==> src/design/mmbd_regs.vh <==
/*
 Address map, SRAM partition codes and external chip-select defaults
 for the boot and remap address decoder. Definitions only.
*/
`ifndef MMBD_REGS_VH
`define MMBD_REGS_VH

// Slave select codes
`define MMBD_SEL_NONE 3'h0
`define MMBD_SEL_ROM 3'h1
`define MMBD_SEL_SRAM 3'h2
`define MMBD_SEL_EBI 3'h3
`define MMBD_SEL_APB 3'h4

// First level: bank number from address bits 31..28
`define MMBD_BANK_MSB 31
`define MMBD_BANK_LSB 28
`define MMBD_BANK_INT 4'h0
`define MMBD_BANK_EBI_LO 4'h1
`define MMBD_BANK_EBI_HI 4'h8
`define MMBD_BANK_APB 4'hf

// Second level inside bank 0, 1 MB areas, address bits 27..20
`define MMBD_AREA_MSB 27
`define MMBD_AREA_LSB 20
`define MMBD_AREA_BOOT 8'h00
`define MMBD_AREA_ITCM 8'h01
`define MMBD_AREA_DTCM 8'h02
`define MMBD_AREA_SRAMC 8'h03
`define MMBD_AREA_ROM 8'h04

// 16 KB block index within an area, address bits 15..14
`define MMBD_BLK_MSB 15
`define MMBD_BLK_LSB 14
`define MMBD_BLK_BITS 14

// ROM size is 32 KB, 15 offset bits
`define MMBD_ROM_BITS 15

// TCM size codes: 0, 16 KB, 32 KB
`define MMBD_TCM_0K 2'h0
`define MMBD_TCM_16K 2'h1
`define MMBD_TCM_32K 2'h2
`define MMBD_TCM_RESET 2'h0

// Number of SRAM blocks
`define MMBD_NUM_BLK 3'h4

// External chip-select defaults for boot
`define MMBD_EBI_CS_NUM 6
`define MMBD_EBI_ADDR_BITS 26
`define MMBD_CS0_BYTE_SEL_RST 1'h1
`define MMBD_CS0_WIDTH16_RST 1'h1
`define MMBD_CS0_RW_BY_CS_RST 1'h1

`endif

==> src/design/mmbd_decoder.v <==
/*
 Memory map and boot decoder for a multi-master AHB matrix. Registers
 one decode per master per cycle: target slave, local offset, external
 chip select, and abort for unmapped space.
 Assumes masters present a new address each cycle with o_* valid one
 cycle later; SRAM and ROM answer in that cycle.
*/
// Functional notes
// - Sixteen 256 MB banks from address top
// - Banks one to six go to EBI; seven and eight abort
// - Bank zero holds 1 MB internal area
// - Bank fifteen goes to peripheral bridge
// - Unmapped region access returns abort
// - Lowest 1 MB reserved for boot alias
// - Remap clear, boot pin high: ROM
// - Remap clear, boot pin low: CS0
// - Per-master remap bit maps SRAM zero
// - SRAM base 0x00300000 before remap
// - Remapped zero SRAM only for CPU masters
// - Instruction TCM at 0x00100000 for AHB
// - Data TCM at 0x00200000 for AHB
// - TCM sizes 0/16/32 KB, rest AHB
// - Reset gives all blocks to AHB
// - Non-contiguous block allocation order
// - ROM always at 0x00400000
// - Own base always reachable
// - SRAM answers in one cycle
// - CS0 reset boot config 16-bit
// - 26 address bits per chip select
// - CS1 SDRAM or static controller
`timescale 1ns/10ps
`include "mmbd_regs.vh"

module mmbd_decoder #(
   parameter NUM_MASTERS = 6,
   parameter CPU_INSTR_MASTER = 4,
   parameter CPU_DATA_MASTER = 5
) (
   input wire i_core_clk,
   input wire i_resetn,
   input wire i_boot_select_pin,
   input wire [NUM_MASTERS-1:0] i_remap_set,
   input wire [NUM_MASTERS-1:0] i_remap_clr,
   input wire [1:0] i_itcm_size,
   input wire [1:0] i_dtcm_size,
   input wire i_cs1_sdram,
   input wire [NUM_MASTERS-1:0] i_valid,
   input wire [NUM_MASTERS*32-1:0] i_addr,
   output reg [NUM_MASTERS*3-1:0] o_sel,
   output reg [NUM_MASTERS*26-1:0] o_offset,
   output reg [NUM_MASTERS*3-1:0] o_cs,
   output reg [NUM_MASTERS*2-1:0] o_sram_blk,
   output reg [NUM_MASTERS-1:0] o_sdram_cs,
   output reg [NUM_MASTERS-1:0] o_abort,
   output reg [NUM_MASTERS-1:0] o_ready,
   output reg [NUM_MASTERS-1:0] o_master_remap_bit,
   output reg o_boot_rom,
   output reg [1:0] o_itcm_size,
   output reg [1:0] o_dtcm_size,
   output reg o_cs0_byte_sel,
   output reg o_cs0_width16,
   output reg o_cs0_rw_by_cs
);
   reg rst_s1_q;
   reg rst_s2_q;
   wire rstn = rst_s2_q;

   always @(posedge i_core_clk or negedge i_resetn) begin
      if (!i_resetn) begin
         rst_s1_q <= 1'b0;
         rst_s2_q <= 1'b0;
      end else begin
         rst_s1_q <= 1'b1;
         rst_s2_q <= rst_s1_q;
      end
   end

   // Boot pin through three stages; latched once after release
   localparam [1:0] BOOT_FILL = 2'h0;
   localparam [1:0] BOOT_SETTLE = 2'h1;
   localparam [1:0] BOOT_HELD = 2'h2;
   reg bp_s1_q;
   reg bp_s2_q;
   reg bp_s3_q;
   reg [1:0] boot_st_q;
   reg [1:0] boot_st_d;
   reg [1:0] fill_q;
   reg [1:0] fill_d;
   reg boot_rom_q;
   reg boot_rom_d;

   // Stages hold reset zeros at first, so wait until all three have
   // seen the pin before their agreement is trusted
   always @* begin
      boot_st_d = boot_st_q;
      fill_d = fill_q;
      boot_rom_d = boot_rom_q;
      case (boot_st_q)
         BOOT_FILL: begin
            fill_d = fill_q + 2'h1;
            if (fill_q == 2'h2)
               boot_st_d = BOOT_SETTLE;
         end
         BOOT_SETTLE: begin
            if (bp_s2_q == bp_s3_q) begin
               boot_rom_d = bp_s3_q;
               boot_st_d = BOOT_HELD;
            end
         end
         BOOT_HELD: begin
            boot_st_d = BOOT_HELD;
         end
         default: begin
            boot_st_d = BOOT_FILL;
         end
      endcase
   end

   always @(posedge i_core_clk or negedge rstn) begin
      if (!rstn) begin
         bp_s1_q <= 1'b0;
         bp_s2_q <= 1'b0;
         bp_s3_q <= 1'b0;
         boot_st_q <= BOOT_FILL;
         fill_q <= 2'h0;
         boot_rom_q <= 1'b0;
      end else begin
         bp_s1_q <= i_boot_select_pin;
         bp_s2_q <= bp_s1_q;
         bp_s3_q <= bp_s2_q;
         boot_st_q <= boot_st_d;
         fill_q <= fill_d;
         boot_rom_q <= boot_rom_d;
      end
   end

   // Remap bits; set wins over clear
   // A clear racing a set keeps the bit, so no remap is lost
   reg [NUM_MASTERS-1:0] remap_q;
   always @(posedge i_core_clk or negedge rstn) begin
      if (!rstn)
         remap_q <= {NUM_MASTERS{1'b0}};
      else
         remap_q <= (remap_q & ~i_remap_clr) | i_remap_set;
   end

   // TCM size, illegal code treated as zero
   // Decode reads these copies, so a size change lands a cycle late
   reg [1:0] itcm_q;
   reg [1:0] dtcm_q;
   always @(posedge i_core_clk or negedge rstn) begin
      if (!rstn) begin
         itcm_q <= `MMBD_TCM_RESET;
         dtcm_q <= `MMBD_TCM_RESET;
      end else begin
         itcm_q <= (i_itcm_size > `MMBD_TCM_32K) ? `MMBD_TCM_0K
                   : i_itcm_size;
         dtcm_q <= (i_dtcm_size > `MMBD_TCM_32K) ? `MMBD_TCM_0K
                   : i_dtcm_size;
      end
   end

   always @(posedge i_core_clk or negedge rstn) begin
      if (!rstn) begin
         o_master_remap_bit <= {NUM_MASTERS{1'b0}};
         o_boot_rom <= 1'b0;
         o_itcm_size <= `MMBD_TCM_RESET;
         o_dtcm_size <= `MMBD_TCM_RESET;
         o_cs0_byte_sel <= `MMBD_CS0_BYTE_SEL_RST;
         o_cs0_width16 <= `MMBD_CS0_WIDTH16_RST;
         o_cs0_rw_by_cs <= `MMBD_CS0_RW_BY_CS_RST;
      end else begin
         o_master_remap_bit <= remap_q;
         o_boot_rom <= boot_rom_q;
         o_itcm_size <= itcm_q;
         o_dtcm_size <= dtcm_q;
         // Boot setup for chip select 0 is fixed; tuning lives elsewhere
         o_cs0_byte_sel <= `MMBD_CS0_BYTE_SEL_RST;
         o_cs0_width16 <= `MMBD_CS0_WIDTH16_RST;
         o_cs0_rw_by_cs <= `MMBD_CS0_RW_BY_CS_RST;
      end
   end

   genvar m;
   generate
      for (m = 0; m < NUM_MASTERS; m = m + 1) begin : g_master
         wire [31:0] a = i_addr[m*32 +: 32];
         wire [3:0] bank = a[`MMBD_BANK_MSB:`MMBD_BANK_LSB];
         wire [7:0] area = a[`MMBD_AREA_MSB:`MMBD_AREA_LSB];
         wire [1:0] blk = a[`MMBD_BLK_MSB:`MMBD_BLK_LSB];
         wire is_cpu = (m == CPU_INSTR_MASTER) || (m == CPU_DATA_MASTER);
         // Offset above the 4th block is out of the 64 KB SRAM
         wire in64k = (a[19:16] == 4'h0);
         reg [1:0] map_area;
         wire map_hit;
         wire [1:0] map_phys;
         reg [2:0] sel_d;
         reg [25:0] off_d;
         reg [2:0] cs_d;
         reg abort_d;
         reg sdram_d;

         // One mapper per master keeps the decodes independent
         mmbd_sram_map u_map (
            .i_itcm_size(itcm_q),
            .i_dtcm_size(dtcm_q),
            .i_area(map_area),
            .i_blk(blk),
            .o_hit(map_hit),
            .o_phys(map_phys)
         );

         always @* begin
            sel_d = `MMBD_SEL_NONE;
            off_d = a[25:0];
            cs_d = 3'h0;
            abort_d = 1'b0;
            sdram_d = 1'b0;
            map_area = 2'h0;
            if (bank == `MMBD_BANK_INT) begin
               case (area)
                  `MMBD_AREA_BOOT: begin
                     if (remap_q[m]) begin
                        // Alias of the AHB SRAM partition
                        map_area = 2'h3;
                        if (is_cpu && in64k && map_hit)
                           sel_d = `MMBD_SEL_SRAM;
                        else
                           abort_d = 1'b1;
                     end else if (boot_rom_q) begin
                        sel_d = `MMBD_SEL_ROM;
                        off_d = {11'h000, a[`MMBD_ROM_BITS-1:0]};
                     end else begin
                        // External alias spans the whole 1 MB region
                        sel_d = `MMBD_SEL_EBI;
                        cs_d = 3'h0;
                        off_d = {6'h00, a[19:0]};
                     end
                  end
                  `MMBD_AREA_ITCM,
                  `MMBD_AREA_DTCM,
                  `MMBD_AREA_SRAMC: begin
                     map_area = area[1:0];
                     if ((m != CPU_INSTR_MASTER || area == `MMBD_AREA_SRAMC)
                         && in64k && map_hit)
                        sel_d = `MMBD_SEL_SRAM;
                     else
                        abort_d = 1'b1;
                  end
                  `MMBD_AREA_ROM: begin
                     // 32 KB of ROM; the rest of its 1 MB area aborts
                     if (a[19:`MMBD_ROM_BITS] == 5'h00) begin
                        sel_d = `MMBD_SEL_ROM;
                        off_d = {11'h000, a[`MMBD_ROM_BITS-1:0]};
                     end else
                        abort_d = 1'b1;
                  end
                  default: abort_d = 1'b1;
               endcase
               if (sel_d == `MMBD_SEL_SRAM)
                  off_d = {10'h000, map_phys, a[`MMBD_BLK_BITS-1:0]};
            end else if (bank >= `MMBD_BANK_EBI_LO &&
                         bank <= `MMBD_BANK_EBI_HI) begin
               // Banks 7 and 8 give chip selects 6 and 7, which do not exist
               cs_d = bank[2:0] - 3'h1;
               if (cs_d < `MMBD_EBI_CS_NUM) begin
                  sel_d = `MMBD_SEL_EBI;
                  off_d = a[`MMBD_EBI_ADDR_BITS-1:0];
                  sdram_d = (cs_d == 3'h1) && i_cs1_sdram;
               end else
                  abort_d = 1'b1;
            end else if (bank == `MMBD_BANK_APB) begin
               sel_d = `MMBD_SEL_APB;
            end else
               abort_d = 1'b1;
            // Idle masters show no select, abort or ready
            if (!i_valid[m]) begin
               sel_d = `MMBD_SEL_NONE;
               abort_d = 1'b0;
               sdram_d = 1'b0;
            end
         end

         always @(posedge i_core_clk or negedge rstn) begin
            if (!rstn) begin
               o_sel[m*3 +: 3] <= `MMBD_SEL_NONE;
               o_offset[m*26 +: 26] <= 26'h0000000;
               o_cs[m*3 +: 3] <= 3'h0;
               o_sram_blk[m*2 +: 2] <= 2'h0;
               o_sdram_cs[m] <= 1'b0;
               o_abort[m] <= 1'b0;
               o_ready[m] <= 1'b0;
            end else begin
               o_sel[m*3 +: 3] <= sel_d;
               o_offset[m*26 +: 26] <= off_d;
               o_cs[m*3 +: 3] <= cs_d;
               o_sram_blk[m*2 +: 2] <= off_d[15:14];
               o_sdram_cs[m] <= sdram_d;
               o_abort[m] <= abort_d;
               // Internal memories finish in the decode cycle
               o_ready[m] <= abort_d || sel_d == `MMBD_SEL_SRAM
                             || sel_d == `MMBD_SEL_ROM;
            end
         end
      end
   endgenerate
endmodule // mmbd_decoder

==> src/design/mmbd_sram_map.v <==
/*
 SRAM partition mapper: turns area, block index and TCM sizes into a
 physical 16 KB block number or a miss.
 Assumes TCM size codes stay stable during an access.
*/
`timescale 1ns/10ps
`include "mmbd_regs.vh"

module mmbd_sram_map (
   input wire [1:0] i_itcm_size,
   input wire [1:0] i_dtcm_size,
   input wire [1:0] i_area,
   input wire [1:0] i_blk,
   output reg o_hit,
   output reg [1:0] o_phys
);
   reg [2:0] i_n;
   reg [2:0] d_n;
   reg [2:0] c_n;
   reg [2:0] top;

   always @* begin
      i_n = (i_itcm_size == `MMBD_TCM_32K) ? 3'h2 :
            (i_itcm_size == `MMBD_TCM_16K) ? 3'h1 : 3'h0;
      d_n = (i_dtcm_size == `MMBD_TCM_32K) ? 3'h2 :
            (i_dtcm_size == `MMBD_TCM_16K) ? 3'h1 : 3'h0;
      c_n = `MMBD_NUM_BLK - i_n - d_n;
      top = 3'h0;
      o_hit = 1'b0;
      o_phys = 2'h0;
      case (i_area)
         2'h1: begin
            // Instruction TCM: block 1 then block 0
            o_hit = ({1'b0, i_blk} < i_n);
            o_phys = 2'h1 - i_blk;
         end
         2'h2: begin
            // Data TCM: block 3 then block 2
            o_hit = ({1'b0, i_blk} < d_n);
            o_phys = 2'h3 - i_blk;
         end
         2'h3: begin
            // AHB part: free blocks in descending order; upper pair
            // first, then whatever the instruction TCM left below it
            top = 3'h2 - d_n;
            o_hit = ({1'b0, i_blk} < c_n);
            if ({1'b0, i_blk} < top)
               o_phys = 2'h3 - d_n[1:0] - i_blk;
            else
               o_phys = 2'h3 - i_n[1:0] - d_n[1:0] - i_blk;
         end
         default: begin
            o_hit = 1'b0;
            o_phys = 2'h0;
         end
      endcase
   end
endmodule // mmbd_sram_map

==> config.mk <==
export PLATFORM = sky130hd
export DESIGN_NAME = mmbd_decoder
export DESIGN_NICKNAME = d
export VERILOG_FILES = /design/src/design/mmbd_decoder.v /design/src/design/mmbd_sram_map.v
export VERILOG_INCLUDE_DIRS = /design/src /design/src/design
export SDC_FILE = /design/constraint.sdc
export NUM_CORES = 1
export LEC_CHECK = 0
export ABC_AREA = 0
export BUFFER_PORTS_ARGS = -buffer_cell sky130_fd_sc_hd__buf_2
export CAP_MARGIN = 20
export CORE_AREA = 4 4 175 177
export DETAILED_ROUTE_END_ITERATION = 10
export DIE_AREA = 0 0 179 181
export PLACE_DENSITY = 0.73
export SLEW_MARGIN = 10
export SYNTH_ARGS = -nofsm -noshare
export SYNTH_HDL_FRONTEND = slang
export SYNTH_SLANG_ARGS = --single-unit
export TNS_END_PERCENT = 50
==> constraint.sdc <==
create_clock -name i_core_clk -period 20.9 [get_ports i_core_clk]
set_input_delay 6.27 -clock i_core_clk [delete_from_list [all_inputs] [get_ports i_core_clk]]
set_output_delay 6.27 -clock i_core_clk [all_outputs]
set_load 0.02 [all_outputs]
Word level (Yosys, flattened, before mapping)
Index checks and enable logic that the tools add are counted.

operators by class
  bitwise logic cells = 3
  reductions and logical operators = 65
  multiplexer cells = 234
  eq/ne operators = 82
  magnitude comparators = 44
  add/sub/neg operators = 37

operators by type and width
  operator                                                                count
  26-bit 2-to-1 mux                                                       24
  26-bit one-hot mux with 2 select lines                                  6
  3-bit 2-to-1 mux                                                        45
  20-bit 2-to-1 mux                                                       6
  8-bit by 2-bit == test with 1-bit output (second input constant)        12
  2-bit 2-to-1 mux                                                        41
  1-bit 2-to-1 mux                                                        81
  2-bit by 3-bit less-than comparator with 1-bit output                   20
  2-bit one-hot mux with 3 select lines                                   9
  8-bit by 1-bit == test with 1-bit output (second input constant)        6
  8-bit by 3-bit == test with 1-bit output (second input constant)        6
  4-bit zero test                                                         12
  8-bit zero test                                                         6
  3-bit by 1-bit == test with 1-bit output (second input constant)        12
  3-bit by 2-bit == test with 1-bit output (second input constant)        12
  1-bit one-hot mux with 3 select lines                                   12
  3-bit one-hot mux with 3 select lines                                   4
  2-bit == test (second input constant)                                   16
  5-bit zero test                                                         6
  2-bit subtractor                                                        13
  4-bit == test (second input constant)                                   6
  4-bit by 1-bit >= comparator with 1-bit output (second input constant)  6
  4-bit <= comparator (second input constant)                             6
  2-bit one-hot mux with 2 select lines                                   6
  other kinds (21)                                                        92

word-level totals
  output and inout bits = 236
  bits of input ports = 218
  register bits = 253

Longest topological paths before layout
  depth after elaboration = 17
  depth in mapped cells = 15
  gate-level depth less buffers = 14

Modules after synthesis
A second synthesis with hierarchy kept.

second synthesis, totals
  cell total of the unflattened synthesis = 1106
  area total of the unflattened synthesis = 11811.3 µm²

modules (own cells, without submodules)
  module                                 seq. area each (µm²)  cells each  area each (µm²)  times used
  mmbd_decoder                           6030.8                747         9088.7           1
  mmbd_sram_map (g_master[0].u_map ...)  0.0                   60          451.7            5
  mmbd_sram_map (g_master[4].u_map)      0.0                   59          464.2            1

Worst setup path before layout
No wires, ideal clock.

  kind = in2reg
  start = input i_addr[124]
  end = register o_offset[94]
  data arrival time = 8180 ps
  path slack = 12601 ps
  cell stages on the path = 9
  required time = 20781 ps
  buffers on the path = 0
  cells stage by stage = inv_1 > ha_1 > nor2b_1 > nand2b_1 > or3b_2 > a211oi_1 > o21ai_1 > o31a_1 > and2_1

on the way
  cells in the longest elaborated chain, start to end = 11
  elaborated cells on any way between the ends = 13

RTL lines
  element                                                                    line                RTL
  start, declared                                                            mmbd_decoder.v:48   input wire [NUM_MASTERS*32-1:0] i_addr,
  4-bit zero test (no source line) (*)                                       --
  2-bit 2-to-1 mux                                                           mmbd_decoder.v:220  if (bank == `MMBD_BANK_INT) begin
  2-bit == test or 2-bit by 1-bit == test with 1-bit output (tied branches)  mmbd_sram_map.v:31  case (i_area)
  1-bit one-hot mux with 3 select lines                                      mmbd_sram_map.v:31
  1-bit logical AND                                                          mmbd_decoder.v:244  if ((m != CPU_INSTR_MASTER || area == `MMBD_AREA_SRAMC)
  2-bit 2-to-1 mux                                                           mmbd_decoder.v:244
  3-bit one-hot mux with 3 select lines                                      mmbd_decoder.v:221  case (area)
  3-bit 2-to-1 mux                                                           mmbd_decoder.v:220
  3-bit by 2-bit == test with 1-bit output (no source line)                  --
  26-bit 2-to-1 mux                                                          mmbd_decoder.v:260  if (sel_d == `MMBD_SEL_SRAM)
  26-bit 2-to-1 mux (*)                                                      mmbd_decoder.v:220
  net g_master[3].off_d[16]                                                  mmbd_decoder.v:198  reg [25:0] off_d;
  end signal, assigned by index                                              mmbd_decoder.v:287  o_offset[m*26 +: 26] <= 26'h0000000;
  end signal, assigned by index                                              mmbd_decoder.v:295  o_offset[m*26 +: 26] <= off_d;
  end, declared                                                              mmbd_decoder.v:50   output reg [NUM_MASTERS*26-1:0] o_offset,

The timed path passes the listed nets; every way through them passes the cells marked *. The select of a mux whose other input is x is not followed.
A chain may end at the register's enable or synchronous reset.

Worst setup path after layout
  start = input i_addr[124]
  end = register o_offset[96]

Same word-level chain as after synthesis.

==> summary.txt <==
Final layout
  – Post-Route Utilization: 47.7%
  – Layout fillers: 2717
  – Seq. cell area: 6030 µm²
  – Area grow syn2layout: 32.9%
  – Area taken by multi-input logic gates: 4030 µm²
  – Final cell count without fillers: 1801
  – Post-layout net count: 1667
  – Share of layout cells above drive strength 1: 36.9%

Yosys
  – Sequential fraction of the synthesis area: 57.5%
  – Mapped Area: 10500 µm²
  – Post-synthesis instance total: 956
  – YS warnings: 0
  – Synth async-reset ratio: 100%
  – Netlist cell types: 69
  – Flops & latches, synth: 241
  – Synth Area per Inst: 11.0 µm²
  – Post-synth EDFFs: 0
  – Synth Flop Type: dfrtp_1

GRT
  – First-pass GRT wire length: 49800 µm
  – GRT Util Overall: 19.3%
  – Remaining Overflow, GRT: 0
  – Pin count of the biggest net entering global routing: 72
  – Initial antenna violation count: 3
  – Vias in the first global route: 8995

STA
  – Min Tclk post-route: 8.23 ns
  – Pins Over Slew Limit: 0
  – Setup Viol. Count Final: 0
  – Clock skew: 0.0168 ns
  – Final period util: 39.4%
  – Fin. Hold Viols: 0
  – Hold WS: 0.354 ns
  – Setup TNS: 0 ns
  – Max Fclk: 122 MHz
  – Slew headroom: 30.1%
  – RSZ-0062 raised after global routing: no
  – Least-Margin Pin Slew: 1.04 ns

Clock tree
  – Post-CTS Setup Inserts: 0
  – Clk_lat worst skew: 0.53 ns
  – Post-CTS Resized: 0
  – Worst-path clk slew: 0.06 ns
  – CTS tree: built
  – Clk buf depth: 3
  – Clock sink total: 241
  – CTS root buffer: clkbuf_16
  – H-tree depth: 1
  – Number of CTS-inserted buffers: 27
  – Hold_buf cts: 0

Critical path
  – Critical Path Start: i_addr[124]
  – CP max stage cell: or3b_2
  – CP required: 21.32 ns
  – Worst Setup EP: o_offset[96]
  – CP max stage delay: 0.52 ns
  – Crit-path max FO: 8
  – Startpoint types: input port
  – Crit end category: register
  – Crit path DAT: 8.64 ns
  – Worst r2r src: itcm_q[0]
  – WS Path Type: input port to register
  – Crit path cell chain: buf_2 -> inv_1 -> ha_1 -> nor2b_1 -> nand2b_1 -> or3b_2 -> a211oi_1 -> o21ai_1 -> o31a_1 -> and2_1
  – Reg2reg end: o_offset[15]
  – Worst reg-to-reg setup slack: 17.21 ns
  – Reg2reg path depth: 13

Job
  – Max_cap viols: 0

Floorplan
  – Die Area: 32400 µm²
  – # rows: 63
  – Initial Util: 35.9%
  – Placeable core region: 29200 µm²
  – I/O pins: 454
  – Chip Height: 181 µm
  – DIE WIDTH: 179 µm

Detailed routing
  – Total number of vias: 8900
  – Detailed-route DRC error count: 0
  – Pre-antenna DRT Iters: 5
  – Final WL: 33100 µm
  – DR iter-0 viols: 392
  – Post-route ant nets: 0
  – WL/cell: 18.4 µm
  – Vias per cell: 4.94

Placement
  – IO Port Bufs: 450
  – Placed insts: 1752
  – Final RePlAce weighted congestion: 0.874
  – Detailed placer's ending HPWL: 25400 µm

Power
  – Clock share of power: 40.2%
  – Worst VDD drop: 0.0000541 V
  – Combinational power share: 16.7%
  – Flop pwr share: 43.2%
  – Pwr/cell area: 85.5 nW/µm²
  – Net load switching power: 343 µW
  – Sw Ratio: 28.8%
  – Internal cell power: 849 µW
  – Total power: 1.19 mW
  – Leak: 6.94 nW

Worst hold path
  – Hold depth: 0
  – Hold Path Class: register to register

Status
  – Run status: completed
[routing by layer]
metal  vias up  global-route usage, %  routed length (µm)
met5         -                      0                  24
met4         4                   6.63                1270
li1       4182                      -                   -
met3        70                   4.98                2870
met2       362                   33.6               16400
met1      4282                   23.0               12500
[metrics by stage]
| step | setup WS [ns] | instance area, µm² |
|---|---|---|
| finish | 12.67 | 13900 |
| CTS | 12.74 | 13900 |
| global placement | 12.28 | 13000 |
| global route | 12.47 | 13900 |
| detailed placement | 12.18 | 13000 |
| floorplan | 12.60 | 10500 |
[critical path, delay by kind of cell]
family                     cells  cell delay, ns
and+or+nand+nor                4            1.36
AOI/OAI and AO/OA              3            0.65
buffers and inverters          2            0.18
adders and majority gates      1            0.18
[logic make-up (layout without fill, tap and decap cells)]
group	after synthesis	count (layout)	share of synthesized area, %
compound gates	232	232	14.1
xor+xnor	16	16	1.34
fa+ha+maj	58	58	6.92
buf+inv	103	554	4.22
flops	241	241	57.5
mux	6	6	0.608
other cells	1	5	0.0358
simple gates	299	299	15.3
[cell usage after synthesis, drive strengths merged (4+ instances only)]
cell / count / area (µm²)
a31oi: 11 / 68.8
xnor2: 7 / 61.3
o31ai: 4 / 30.0
o31a: 7 / 61.3
nand3: 9 / 45.0
o21a: 4 / 30.0
or4: 9 / 71.3
and4: 6 / 52.6
and2: 35 / 220
nand2b: 30 / 188
dfrtp: 241 / 6030
nor3: 20 / 105
buf: 15 / 113
a21o: 10 / 75.1
o22ai: 5 / 31.3
nor2: 79 / 297
a21oi: 59 / 295
or3: 7 / 48.8
nor4: 12 / 75.1
ha: 58 / 726
xor2: 9 / 78.8
nand2: 47 / 176
or2: 4 / 25.0
a22oi: 7 / 52.6
a21boi: 6 / 45.0
o21bai: 7 / 52.6
clkbuf: 38 / 143
a211oi: 8 / 65.1
nand4b: 7 / 61.3
inv: 50 / 188
o21ai: 71 / 355
nor2b: 21 / 131
[registers in the layout, summed over array words and instances (netlist names), 6 cells and up]
register and cells:
o_cs 18, o_offset 150, o_ready 6, o_abort 6, o_master_remap_bit 6, o_sdram_cs 6, o_sel 18, o_sram_blk 6
remap_q 6
[cell usage in the layout, fill, tap and decap left out, drive strengths merged, types with 4 or more instances in the layout]
| cell type | count |
|---|---|
| nor2b | 21 |
| a22oi | 7 |
| a21boi | 6 |
| a211oi | 8 |
| conb | 4 |
| nand4b | 7 |
| o21ai | 71 |
| nor3 | 20 |
| a21oi | 59 |
| xnor2 | 7 |
| buf | 456 |
| or2 | 4 |
| nand2 | 47 |
| o21a | 4 |
| o22ai | 5 |
| dfrtp | 241 |
| clkbuf | 34 |
| o31a | 7 |
| o31ai | 4 |
| ha | 58 |
| a21o | 10 |
| xor2 | 9 |
| or3 | 7 |
| a31oi | 11 |
| nand2b | 30 |
| and2 | 35 |
| o21bai | 7 |
| and4 | 6 |
| nor4 | 12 |
| or4 | 9 |
| inv | 55 |
| nand3 | 9 |
| nor2 | 79 |
| clkinv | 6 |
[area by class of cell]
class / count / share of cell area [%]
multi-input combinational: 615 / 28.9
inverter: 50 / 1.35
tap: 390 / 3.50
clock buffer: 34 / 5.32
timing repair buffer: 456 / 16.5
sequential: 241 / 43.3
antenna: 1 / 0.0180
clock inverter: 14 / 1.16
[power by group through the flow]
| stage | Sequential [mW] | Clock [mW] | Combinational, mW |
|---|---|---|---|
| final | 0.514 | 0.478 | 0.199 |
| after global routing | 0.518 | 0.513 | 0.220 |
| after CTS | 0.514 | 0.493 | 0.201 |
| after detailed placement | 0.522 | 0 | 0.200 |
| after global placement | 0.522 | 0 | 0.193 |
| after floorplan | 0.554 | 0 | 0.0833 |
[how the worst min path moves through the flow]
stage                       start  endpoint  slack (ns)
after detailed placement  bp_s1_q   bp_s2_q        0.34
final                     bp_s1_q   bp_s2_q        0.35
after global routing      bp_s1_q   bp_s2_q        0.37
after CTS                 bp_s1_q   bp_s2_q        0.36
after floorplan           bp_s1_q   bp_s2_q        0.33
after global placement    bp_s1_q   bp_s2_q        0.34
Note: power is estimated with default switching activity, not from simulation.
